File: config.mk
export PLATFORM = sky130hd
export DESIGN_NAME = ofc_output_force_control
export DESIGN_NICKNAME = d
export VERILOG_FILES = /design/src/logic/ofc_pkg.sv /design/src/logic/ofc_output_force_control.sv
export SDC_FILE = /design/constraint.sdc
export NUM_CORES = 1
export LEC_CHECK = 0
export ABC_AREA = 1
export BUFFER_PORTS_ARGS = -buffer_cell sky130_fd_sc_hd__buf_4
export CAP_MARGIN = 30
export CORE_MARGIN = 2
export CORE_UTILIZATION = 54
export DETAILED_ROUTE_END_ITERATION = 10
export GPL_TIMING_DRIVEN = 0
export PLACE_DENSITY = 0.86
export SETUP_SLACK_MARGIN = 0.3
export SYNTH_ARGS = -nofsm -noshare
export SYNTH_HDL_FRONTEND = slang
export SYNTH_SLANG_ARGS = --single-unit
File: constraint.sdc
create_clock -name sys_clk -period 2.15 [get_ports sys_clk]
set_input_delay 0.215 -clock sys_clk [delete_from_list [all_inputs] [get_ports sys_clk]]
set_output_delay 0.215 -clock sys_clk [all_outputs]
set_load 0.02 [all_outputs]
File: src/logic/ofc_pkg.sv
`default_nettype none
package ofc_pkg;
    // ************************************************************
    // Register addresses
    // ************************************************************
    localparam logic [15:0] OFC_ADDR_EXEC = 16'ha0cf;
    localparam logic [15:0] OFC_ADDR_PW_HI = 16'ha0d0;
    localparam logic [15:0] OFC_ADDR_PW_LO = 16'ha0d1;
    localparam logic [15:0] OFC_ADDR_SPARE = 16'ha0d2;
    localparam logic [15:0] OFC_ADDR_CHG = 16'ha0d3;
    localparam logic [15:0] OFC_ADDR_NRM = 16'ha0d4;
    localparam logic [15:0] OFC_ADDR_FST = 16'ha0d5;
    // ************************************************************
    // Values and fields
    // ************************************************************
    localparam logic [15:0] OFC_EXEC_GO = 16'h0001;
    localparam logic [15:0] OFC_RST_WORD = 16'h0000;
    localparam logic [15:0] OFC_DEF_PW = 16'h2020;
    localparam int OFC_NPT = 8;
    localparam logic [15:0] OFC_USED_MASK = 16'h00ff;
    localparam logic [7:0] OFC_RST_PT = 8'h00;
    // Modbus answer codes
    localparam logic [7:0] OFC_FC_PRESET = 8'h10;
    localparam logic [7:0] OFC_EXC_ADDR = 8'h02;
endpackage
`default_nettype wire

File: src/logic/ofc_output_force_control.sv
`timescale 1ns/1ps
`default_nettype none
module ofc_output_force_control
    import ofc_pkg::*;
(
    // Clock and reset
    input wire logic sys_clk,
    input wire logic rstn,
    // Holding register access from the Modbus engine
    input wire logic reg_wr,
    input wire logic reg_rd,
    input wire logic [15:0] reg_addr,
    input wire logic [15:0] reg_wdata,
    input wire logic frame_end,
    output logic [15:0] reg_rdata,
    output logic reg_rvalid,
    output logic rsp_valid,
    output logic rsp_ok,
    output logic [7:0] rsp_code,
    // Active password from settings
    input wire logic [15:0] active_pw_hi,
    input wire logic [15:0] active_pw_lo,
    // Non-volatile store image
    input wire logic nv_load,
    input wire logic [7:0] nv_forced_in,
    input wire logic [7:0] nv_value_in,
    output logic nv_save,
    output logic [7:0] nv_forced_out,
    output logic [7:0] nv_value_out,
    // Relay outputs
    input wire logic [7:0] term_state,
    input wire logic [7:0] logic_drive,
    output logic [7:0] relay_drive,
    output logic [7:0] point_status,
    output logic [7:0] point_forced
);
    // ************************************************************
    // Staging registers
    // ************************************************************
    logic [15:0] pw_hi_ff, nxt_pw_hi;
    logic [15:0] pw_lo_ff, nxt_pw_lo;
    logic [15:0] chg_ff, nxt_chg;
    logic [15:0] nrm_ff, nxt_nrm;
    logic [15:0] fst_ff, nxt_fst;
    logic [15:0] exec_ff, nxt_exec;
    logic [7:0] frc_ff, nxt_frc;
    logic [7:0] val_ff, nxt_val;
    logic [15:0] rdata_ff, nxt_rdata;
    logic rvalid_ff, nxt_rvalid;
    logic save_ff, nxt_save;
    logic bad_ff, nxt_bad;
    logic rsp_ff, nxt_rsp;
    logic ok_ff, nxt_ok;
    logic [7:0] code_ff, nxt_code;
    logic hit, go, pw_ok;

    // ************************************************************
    // Address decode and execute qualification
    // ************************************************************
    // Whole control block, spare word included
    assign hit = (reg_addr >= OFC_ADDR_EXEC) && (reg_addr <= OFC_ADDR_FST);
    // Password words staged by earlier writes
    assign pw_ok = (pw_hi_ff == active_pw_hi) && (pw_lo_ff == active_pw_lo);
    // Only the exact go word acts; other values are just stored
    // execute word decode
    assign go = reg_wr && (reg_addr == OFC_ADDR_EXEC) && (reg_wdata == OFC_EXEC_GO);

    // ************************************************************
    // Register writes and force update
    // ************************************************************
    always_comb begin
        nxt_pw_hi = pw_hi_ff;
        nxt_pw_lo = pw_lo_ff;
        nxt_chg = chg_ff;
        nxt_nrm = nrm_ff;
        nxt_fst = fst_ff;
        nxt_exec = exec_ff;
        nxt_frc = frc_ff;
        nxt_val = val_ff;
        nxt_save = 1'b0;
        nxt_bad = bad_ff;
        if (reg_wr) begin
            if (reg_addr == OFC_ADDR_EXEC) begin
                nxt_exec = reg_wdata;
            end else if (reg_addr == OFC_ADDR_PW_HI) begin
                nxt_pw_hi = reg_wdata;
            end else if (reg_addr == OFC_ADDR_PW_LO) begin
                nxt_pw_lo = reg_wdata;
            end else if (reg_addr == OFC_ADDR_CHG) begin
                nxt_chg = reg_wdata & OFC_USED_MASK;
            end else if (reg_addr == OFC_ADDR_NRM) begin
                nxt_nrm = reg_wdata & OFC_USED_MASK;
            end else if (reg_addr == OFC_ADDR_FST) begin
                nxt_fst = reg_wdata & OFC_USED_MASK;
            end else if (reg_addr != OFC_ADDR_SPARE) begin
                nxt_bad = 1'b1;
            end
        end
        if (reg_rd && !hit) begin
            nxt_bad = 1'b1;
        end
        // Fresh frame; a fault in this cycle goes into the answer
        if (frame_end) begin
            nxt_bad = 1'b0;
        end
        // Store image wins over an execute in the same cycle
        // reload from non-volatile image
        if (nv_load) begin
            nxt_frc = nv_forced_in;
            nxt_val = nv_value_in;
        end else if (go && pw_ok) begin
            nxt_frc = (frc_ff & ~chg_ff[7:0]) | (chg_ff[7:0] & nrm_ff[7:0]);
            nxt_val = (val_ff & ~chg_ff[7:0]) | (chg_ff[7:0] & nrm_ff[7:0] & fst_ff[7:0]);
            nxt_save = 1'b1;
        end
    end

    // ************************************************************
    // Read port and command answer
    // ************************************************************
    always_comb begin
        nxt_rdata = rdata_ff;
        nxt_rvalid = reg_rd;
        nxt_rsp = frame_end;
        nxt_ok = ok_ff;
        nxt_code = code_ff;
        if (reg_rd) begin
            if (reg_addr == OFC_ADDR_EXEC) begin
                nxt_rdata = exec_ff;
            end else if (reg_addr == OFC_ADDR_PW_HI) begin
                nxt_rdata = pw_hi_ff;
            end else if (reg_addr == OFC_ADDR_PW_LO) begin
                nxt_rdata = pw_lo_ff;
            end else if (reg_addr == OFC_ADDR_CHG) begin
                nxt_rdata = chg_ff;
            end else if (reg_addr == OFC_ADDR_NRM) begin
                nxt_rdata = nrm_ff;
            end else if (reg_addr == OFC_ADDR_FST) begin
                nxt_rdata = fst_ff;
            end else begin
                nxt_rdata = OFC_RST_WORD;
            end
        end
        if (frame_end) begin
            nxt_ok = !(bad_ff || (reg_wr && !hit) || (reg_rd && !hit));
            nxt_code = nxt_ok ? OFC_FC_PRESET : OFC_EXC_ADDR;
        end
    end

    // ************************************************************
    // Register stages
    // ************************************************************
    // Staging words and force state
    always_ff @(posedge sys_clk or negedge rstn) begin
        if (!rstn) begin
            pw_hi_ff <= OFC_RST_WORD;
            pw_lo_ff <= OFC_RST_WORD;
            chg_ff <= OFC_RST_WORD;
            nrm_ff <= OFC_RST_WORD;
            fst_ff <= OFC_RST_WORD;
            exec_ff <= OFC_RST_WORD;
            frc_ff <= OFC_RST_PT;
            val_ff <= OFC_RST_PT;
            save_ff <= 1'b0;
            bad_ff <= 1'b0;
        end else begin
            pw_hi_ff <= nxt_pw_hi;
            pw_lo_ff <= nxt_pw_lo;
            chg_ff <= nxt_chg;
            nrm_ff <= nxt_nrm;
            fst_ff <= nxt_fst;
            exec_ff <= nxt_exec;
            frc_ff <= nxt_frc;
            val_ff <= nxt_val;
            save_ff <= nxt_save;
            bad_ff <= nxt_bad;
        end
    end

    // Read data and command answer
    always_ff @(posedge sys_clk or negedge rstn) begin
        if (!rstn) begin
            rdata_ff <= OFC_RST_WORD;
            rvalid_ff <= 1'b0;
            rsp_ff <= 1'b0;
            ok_ff <= 1'b0;
            code_ff <= OFC_RST_PT;
        end else begin
            rdata_ff <= nxt_rdata;
            rvalid_ff <= nxt_rvalid;
            rsp_ff <= nxt_rsp;
            ok_ff <= nxt_ok;
            code_ff <= nxt_code;
        end
    end

    // ************************************************************
    // Per-point output selection
    // ************************************************************
    for (genvar i = 0; i < OFC_NPT; i++) begin : g_pt
        // Forced points hide the terminal from the status
        // forced value or normal path
        assign relay_drive[i] = frc_ff[i] ? val_ff[i] : logic_drive[i];
        assign point_status[i] = frc_ff[i] ? val_ff[i] : term_state[i];
    end

    // ************************************************************
    // Output ports
    // ************************************************************
    assign point_forced = frc_ff;
    assign nv_save = save_ff;
    assign nv_forced_out = frc_ff;
    assign nv_value_out = val_ff;
    assign reg_rdata = rdata_ff;
    assign reg_rvalid = rvalid_ff;
    assign rsp_valid = rsp_ff;
    assign rsp_ok = ok_ff;
    assign rsp_code = code_ff;
endmodule
`default_nettype wire

==> run summary, run 1 <==
The count of input and output buffers is approximately 160. The starting utilization of the core area came out at 55.32%. The fraction of power spent switching nets came out at roughly a quarter. TritonCTS built the clock tree. The number of cells produced by synthesis came out at 950. For the pin with the worst max-slew slack, the measured transition is 0.7054 ns. The root buffer cell is clkbuf_16. The count of final hold-check violations came to 0.

After the last flow step, the layout net total stands at about 1200. The area added between synthesis and finish is 28.35%. The share of Yosys cell area claimed by the top area cell type is slightly above 40%. The portion of synthesized area spent on multiplexers is 0%. On the final layout, the worst clock skew is 0.007167 ns. The total non-filler cell area in the finished layout is approximately 8600 um2.

The timing-limited maximum frequency is 574.4 MHz. At the worst endpoint, the required time is 2.39 ns. The number of DRC violations after detailed-routing iteration 0 came out at 618. Yosys printed 0 warnings. Leaving out fill and tap cells, the most frequent cells in the layout are 328 x nand2_1, 179 x buf_4, 120 x inv_1, 110 x dfrtp_1, 77 x nor2_1.

The worst IR drop on VDD is 0.3719 mV. The total of endpoints with negative setup slack in the final report came out at 0. The switching power summed over all nets is between 1000 and 1500 uW.

The compound-gate portion of the synthesized area came out at 13.20%. The share of total power dissipated in sequential elements is 44.1%. After floorplanning, the core was divided into 40 placement rows.

The global-route wire length before repair is 31320 um. The sum of negative setup slack is 0 ns. The maximum clock path buffer count is 2. The clock network is responsible for 39.2% of the overall power. The repair_antennas step left the layout with diodes totalling 0. Setup repair after global routing could not meet its margin everywhere.

The number of top-level pins is 170. The final non-filler cell total is 1307. The routed length per placed instance came out at 15.27 um. The floorplan step set the die width to roughly 120 um. The average vias per placed instance is 5.249. Ranked by total cell area, the synthesized netlist is headed by dfrtp_1 41%, nand2_1 18%, inv_1 6.8%, o21ai_0 5.3%, nor2_1 4.7%. The post-route netlist has 24.32% of its cells at a drive strength greater than 1. The detailed-route via count came out at 6861.

After detailed placement, the total cell area comes to just over 8000 um2. The internal portion of the total power is 3601 uW. The final cycle utilization of the critical path is 80.98%. The worst-case headroom to the max-slew limit is 52.97%. The endpoint class of the critical path is a flip-flop. After Yosys synthesis, and, or, nand and nor cells account for 32.78% of the synthesized area. The post-synthesis share of cell area spent on xor and xnor gates is 0.9188%. The pin count of the biggest net entering global routing came out at a little under 60. Routability-driven placement finished with a final weighted congestion of 0.9386. The via count of the first global-routing pass is 6487. The max capacitance violation total is 0. The overall die area came out at 13260 um2. The sequential element share of the synthesized area came out at 41.25%. The run finished with clean final reports.

The proportion of power drawn by combinational gates came out at between 10% and 20%. Of the total synthesized cell area, the portion taken by full adders, half adders and majority gates is 0%. In this run the worst path has a maximum fanout of 8. The flip-flop and latch count after synthesis came out at 110. The clock-pin slew reported for the worst setup and hold paths after clock tree synthesis came out at 0.07 ns.

The HPWL after detailed placement came out at 15330 um. STA puts the critical path data arrival time at 1.98 ns. After filler insertion, the fill cell instance count of the layout stands at 992. The total global routing overflow came out at 0.

The combined global-route utilization of all metal layers came out at 30.33%. STA classifies the critical path startpoint as a flip-flop. After synthesis, the largest family of logic cells by area is simple AND/OR/NAND/NOR gates. The min-delay analysis places its worst path in the category primary input to flip-flop. The largest area contributor in the synthesized netlist is dfrtp_1. The count of cell types in the netlist is 35. The mean instance size in the synthesized netlist came out at 7.024 um2. The number of buffers added by the clock tree synthesis step came out at 9. The final layout contains routed wiring with a total length of 19950 um. The clock latency at the later pin of the worst-skew pair is 0.36 ns. The maximum level of the CTS H-tree is 3. The combined area of all synthesized cells is roughly 6700 um2. The number of antenna violations at the first check in global routing came out at 0.

The floorplan step defined a core boundary enclosing 12060 um2. The residual antenna-violating net count after detailed routing is 0. In the routed design, unresolved DRC markers number 0. The minimum clock period after layout came out at 1.741 ns. The power density over the cells is 568.6 nW/um2. The number of placed instances, taps included came out at 1286. The number of detailed-route iterations in the first pass came out at 6. The number of max-slew violations in the final report came out at 0. The library cell used most frequently in the layout, excluding fill and tap cells, is nand2_1. The total leakage power is 0.004375 uW. The overall die height is around 120 um. The clock sink total came out at 110.

The critical path is of the flip-flop to flip-flop type.
-- kinds of logic (layout without fill, tap and decap cells) --
| kind of cell | count (synthesis) | in the layout |
|---|---|---|
| other | 1 | 6 |
| buffers and inverters | 179 | 363 |
| XOR/XNOR | 7 | 7 |
| AO/OA/AOI/OAI | 145 | 145 |
| flip-flops | 110 | 110 |
| AND/OR/NAND/NOR | 508 | 508 |
-- Yosys cell counts --
| cell | instances |
|---|---|
| nor2_1 | 83 |
| buf_2 | 5 |
| nor2b_1 | 1 |
| o21ai_1 | 15 |
| and2_1 | 1 |
| o21ai_2 | 22 |
| nor2_4 | 4 |
| buf_6 | 4 |
| nand4_1 | 20 |
| inv_1 | 120 |
| a21oi_1 | 11 |
| nand3_4 | 2 |
| buf_4 | 15 |
| nor2_2 | 2 |
| nand3_1 | 46 |
| a211oi_1 | 7 |
| o221ai_1 | 5 |
| buf_1 | 2 |
| conb_1 | 1 |
| o21ai_0 | 71 |
| nand2_1 | 328 |
| nor3_4 | 1 |
| nand2_4 | 1 |
| xnor2_1 | 7 |
| buf_8 | 2 |
| nor3_2 | 1 |
| dfrtp_1 | 110 |
| inv_2 | 12 |
| clkinv_1 | 1 |
| o211ai_1 | 3 |
| nand2_2 | 9 |
| nand3_2 | 9 |
| o311ai_0 | 6 |
| clkbuf_1 | 18 |
| o22ai_1 | 5 |
-- layout make-up --
class / instances / area (um2) / share of cell area, %
multi-input cells: 666 / 3187 / 37.21
flip-flops and latches: 110 / 2753 / 32.14
repair buffers: 168 / 1289 / 15.05
inverters: 133 / 499.2 / 5.829
plain buffers: 46 / 287.8 / 3.360
clock buffers: 10 / 229.0 / 2.673
well taps: 168 / 210.2 / 2.454
clock inverters: 6 / 110.1 / 1.286
-- flip-flops by register name, summed over array words and instances (netlist names), named ones only --
register      flops
nv_save           1
pw_hi_ff         16
chg_ff            8
rsp_valid         1
nv_value_out      8
bad_ff            1
reg_rdata        16
nrm_ff            8
exec_ff          16
fst_ff            8
pw_lo_ff         16
reg_rvalid        1
rsp_code          2
-- per-layer routing --
| layer | up-vias | global-route usage, % | share of wire, % |
|---|---|---|---|
| li1 | 3350 | - | - |
| met3 | 42 | 4.428 | 8.1 |
| met1 | 3151 | 37.35 | 41 |
| met5 | - | 0 | 0 |
| met4 | 0 | 11.41 | 2.4 |
| met2 | 318 | 54.00 | 49 |
-- critical path: stages (launching register included) --
cell     delay (ns)
dfrtp_1        0.41
xnor2_1        0.28
nand2_1        0.10
nor2_1         0.13
nand2_1        0.09
nor2_2         0.32
nand3_1        0.12
nand3_1        0.09
nand2_1        0.08
-- worst paths after layout --
path | cells past startpoint | to | from | slack, ns
worst min-delay path | 3 | flip-flop | nv_forced_in[6] | 0.08
worst max-delay path | 8 | flip-flop | pw_lo_ff[1]$_DFFE_PN0P_ | 0.41
max in group asynchronous | 3 | rsp_valid$_DFF_PN0_ | rstn | 0.97
min in group asynchronous | 2 | nv_value_out[4]$_DFFE_PN0P_ | rstn | 0.46
worst min register to register | 2 | reg_rdata[8]$_DFFE_PN0P_ | reg_rdata[8]$_DFFE_PN0P_ | 0.49
worst max register to register | 8 | flip-flop | pw_lo_ff[1]$_DFFE_PN0P_ | 0.41
-- through the flow --
stage          setup slack [ns]  power, uW  util [%]  hold slack [ns]
2_1_floorplan            0.6433       2579         -         -0.08059
3_3_place_gp             0.1573       2971     67.30           0.3374
3_5_place_dp             0.1040       2991     67.53           0.3069
4_1_cts                  0.3708       4859     70.70          0.08697
5_1_grt                  0.2990       5031     71.01          0.09595
6_report                 0.4090       4869     71.01          0.08183
-- power by group through the flow --
stage | Sequential [uW] | Clock [uW] | Combinational [uW]
CTS | 2150 | 1900 | 812
finish | 2150 | 1910 | 814
global route | 2150 | 1990 | 889
floorplan | 2230 | 0 | 346
global placement | 2190 | 0 | 785
detailed placement | 2190 | 0 | 804
-- repair_timing --
| item | CTS | global route |
|---|---|---|
| endpoints found under the setup margin | 16 | 16 |
| endpoints found under the hold margin | 55 | 0 |
| resized for setup | 3 | 6 |
| pin swaps | 0 | 1 |
| setup buffers | 0 | 2 |
| hold buffers | 3 | 0 |
(Power assumes the default switching activity.)
==> run 2: changes to the inputs <==
Settings changed: ABC_AREA 1 to 0, CORE_UTILIZATION 54 to 53.
Clock period 2.15 ns to 1.67 ns, I/O delays scaled along.
==> run summary, run 2 <==
Result of the run: complete, but fails checks (was completed). The final reports fail on setup timing. The area of the placeable core came out at 10890 um2 (was 12060 um2).

The utilization after layout came out at 83.36% (was 71.01%). Most frequent cells after synthesis: 110 x dfrtp_1, 73 x mux2_2, 47 x nand2_1 (was 328 x nand2_1, 120 x inv_1, 110 x dfrtp_1). The number of cells produced by synthesis was 562 (was 950). The flip-flop and latch count after synthesis came out at 110 (unchanged).

Commonest cells after routing, fill and taps aside: 204 x buf_4, 106 x dfrtp_1, 54 x mux2_4, 43 x nand2_1, 34 x inv_1 (was 328 x nand2_1, 179 x buf_4, 120 x inv_1, 110 x dfrtp_1, 77 x nor2_1). The overall die area is 12070 um2 (was 13260 um2). The maximum clock path buffer count is 2 (unchanged). The type of the setup path with the least slack is flip-flop to flip-flop (unchanged). Most area-consuming cells after synthesis: dfrtp_1 46%, mux2_2 14%, xor2_1 4.1%, nand2_1 3.0%, a311o_1 2.7% (was dfrtp_1 41%, nand2_1 18%, inv_1 6.8%, o21ai_0 5.3%, nor2_1 4.7%).

The CTS tree is yes (unchanged). The pin count of the biggest net entering global routing came out at 62 (was 58). The number of top-level pins is 170 (unchanged).

The critical path arrival is 2.49 ns (was 1.98 ns). The number of synthesized flops with an enable pin is 0 (unchanged). The worst hold margin is 0.01670 ns (was 0.08183 ns). The clock-pin slew reported for the worst setup and hold paths after clock tree synthesis came out at 0.12 ns (was 0.07 ns). The leading cell type in the layout, fill and taps excluded was buf_4 (was nand2_1). The mean instance size in the synthesized netlist came out at 10.57 um2 (was 7.024 um2). The timing-limited maximum frequency was 453.8 MHz (was 574.4 MHz). The critical path ends at nv_value_out[2]$_DFFE_PN0P_. The sequential group share of total power came out at 47.2% (was 44.1%). The area added between synthesis and finish came to 52.84% (was 28.35%). The proportion of power drawn by combinational gates came out at 20.3% (was 16.7%). The internal reg-to-reg setup slack came out at -0.53 ns (was 0.41 ns). The layout net count is 911 (was 1236). The startpoint class of the critical path is a flip-flop (unchanged).

The largest area contributor in the synthesized netlist is dfrtp_1 (unchanged). The detailed-route via count is 6052 (was 6861). The instance area at placement is 7705 um2 (was 8145 um2). The clock latency at the later pin of the worst-skew pair came to 0.39 ns (was 0.36 ns). The routed length per placed instance is 23.74 um (was 15.27 um). The count of final hold-check violations is 0 (unchanged). The final cycle utilization of the critical path came out at 132.0% (was 80.98%). The worst-case reg-to-reg path depth is 8 (unchanged). The HPWL after detailed placement was 12960 um (was 15330 um). The number of max-slew violations in the final report came out at 0 (unchanged). The average vias per placed instance came out at 6.344 (was 5.249). The combined area of all synthesized cells is 5938 um2 (was 6673 um2). The dominant synthesized flop cell is dfrtp_1 (unchanged). The total global routing overflow is 0 (unchanged). The global-route wire length before repair came out at 31300 um (was 31320 um). The most common cell in the netlist is dfrtp_1 (was nand2_1). The count of cell types in the netlist came out at 47 (was 35). The internal power was 4171 uW (was 3601 uW). The number of placement rows was 38 (was 40).

The clock sink total is 110 (unchanged). The pin slew with the least headroom to its limit is 0.8912 ns (was 0.7054 ns). The worst setup timing slack at the placement stage is -0.7107 ns (was 0.1040 ns). The worst hold path cell count came out at 3 (unchanged).

The endpoint identified for the worst register-to-register timing path is nv_value_out[2]$_DFFE_PN0P_. The overall die height is 109.9 um (was 115.2 um). The path type of the worst min-delay path is primary input to flip-flop (unchanged). The count of input and output buffers came out at 162 (unchanged). The worst IR drop on VDD is 0.6595 mV (was 0.3719 mV). The source of the critical timing path was pw_hi_ff[0]$_DFFE_PN0P_ (was pw_lo_ff[1]$_DFFE_PN0P_). The residual antenna-violating net count after detailed routing is 0 (unchanged). The proportion of register bits with asynchronous set or reset after synthesis is 100.0% (unchanged). The number of buffers added by the clock tree synthesis step came out at 9 (unchanged). The share of Yosys cell area claimed by the top area cell type came out at 46.35% (was 41.25%).

The root buffer cell was clkbuf_8 (was clkbuf_16). The worst setup slack after layout is -0.5336 ns (was 0.4090 ns). The synthesis warning total came out at 0 (unchanged).

The weighted congestion at the end of routability-driven global placement is 0.9435 (was 0.9386). The total DRC errors in the routed layout came out at 0 (unchanged). The number of detailed-route iterations in the first pass is 6 (unchanged). The launch instance of the worst min-delay path is nv_forced_in[2] (was nv_forced_in[6]).

The worst-case headroom to the max-slew limit is 40.58% (was 52.97%). The total leakage power came out at 0.004578 uW (was 0.004375 uW). The number of DRC violations after detailed-routing iteration 0 came out at 468 (was 618).

The die width came out at 109.9 um (was 115.2 um). The sum of negative setup slack came out at -9.411 ns (was 0 ns). The total non-filler cell area in the finished layout is 9076 um2 (was 8564 um2). The power density over the cells was 654.7 nW/um2 (was 568.6 nW/um2). The combined global-route utilization of all metal layers was 34.98% (was 30.33%). The max capacitance violation total is 0 (unchanged). The total of endpoints with negative setup slack in the final report is 31 (was 0).

The clock skew after layout came out at 0.02198 ns (was 0.007167 ns). The largest driver fanout on the critical path is 6 (was 8). The endpoint class of the critical path is a flip-flop (unchanged). The switching power summed over all nets is 1771 uW (was 1269 uW). The sequential element share of the synthesized area came out at 46.35% (was 41.25%). The ratio of cells with drive above 1 in the final layout is 51.60% (was 24.32%).

The critical path required time came out at 1.96 ns (was 2.39 ns). The via count of the first global-routing pass is 5800 (was 6487). The number of antenna violations at the first check in global routing is 0 (unchanged).

The worst reg2reg path startpoint is pw_hi_ff[0]$_DFFE_PN0P_ (was pw_lo_ff[1]$_DFFE_PN0P_). The post-detailed-routing wire length came out at 22650 um (was 19950 um). RSZ-0062 raised after global routing: yes (unchanged). The clock group share of total power was 32.5% (was 39.2%). The starting utilization of the core area is 54.54% (was 55.32%). The maximum level of the CTS H-tree is 3 (unchanged).

The final antenna diode count came out at 0 (unchanged). The minimum clock period after layout was 2.204 ns (was 1.741 ns). The fraction of power spent switching nets is 29.81% (was 26.06%).
-- run 2: worst min path at each step --
stage | endpoint | slack, ns
floorplan | async pin | -0.13
global placement | reg_rvalid$_DFF_PN0_ | 0.29
detailed placement | reg_rvalid$_DFF_PN0_ | 0.29
finish | flip-flop | 0.02
CTS | nv_value_out[4]$_DFFE_PN0P_ | 0.0009
global route | flip-flop | -0.003
-- run 2: cell families after synthesis --
family                 after synthesis  share of synthesized area, %
AO/OA/AOI/OAI                       87                         11.40
XOR/XNOR                            33                         4.867
buffers and inverters               75                         6.195
flip-flops                         110                         46.35
multiplexers                        81                         15.19
other                                1                       0.06315
AND/OR/NAND/NOR                    175                         15.93
-- run 2: power by group through the flow --
stage               logic [uW]  registers (uW)  clock network [uW]
floorplan                  393            2920                   0
global placement          1030            2840                   0
detailed placement        1060            2850                   0
CTS                       1110            2790                1910
global route              1280            2810                2040
finish                    1210            2800                1930
-- run 2: layout make-up --
cell class / instances / area [um2]
Tap cell: 140 / 175.2
Multi-Input combinational cell: 382 / 3458
Fill cell: 512 / 1812
Timing Repair Buffer: 231 / 1948
Clock buffer: 9 / 123.9
Buffer: 41 / 371.6
Inverter: 34 / 127.6
Clock inverter: 7 / 113.9
Sequential cell: 110 / 2758
-- run 2: stage by stage --
step / power, uW / instances
after floorplan: 3310 / 567
after global placement: 3871 / 869
after detailed placement: 3902 / 870
after CTS: 5812 / 929
after global routing: 6133 / 954
final: 5942 / 954
-- run 2: worst max-delay path, cell delays in order (launching register included) --
cell,delay [ns]
dfrtp_1,0.44
xor2_1,0.21
nor4_1,0.46
nand4_1,0.23
nor4_4,0.19
buf_6,0.18
buf_6,0.13
a311o_1,0.19
o211ai_2,0.09
-- run 2: what timing repair did --
action / in CTS / in global routing
resized for setup: 77 / 59
buffers inserted: 23 / 23
hold endpoints to repair: 76 / 2
cloned: 5 / 0
hold buffers: 15 / 2
pin swaps: 34 / 29
setup endpoints to repair: 96 / 108
-- run 2: layer usage --
metal  up-vias  track usage (%)  routed length, um
met2       456            59.29              11130
met4         0            18.17               1393
li1       2506                -                  -
met1      2958            42.76               8101
met5         -                0                  0
met3       132            5.868               2025
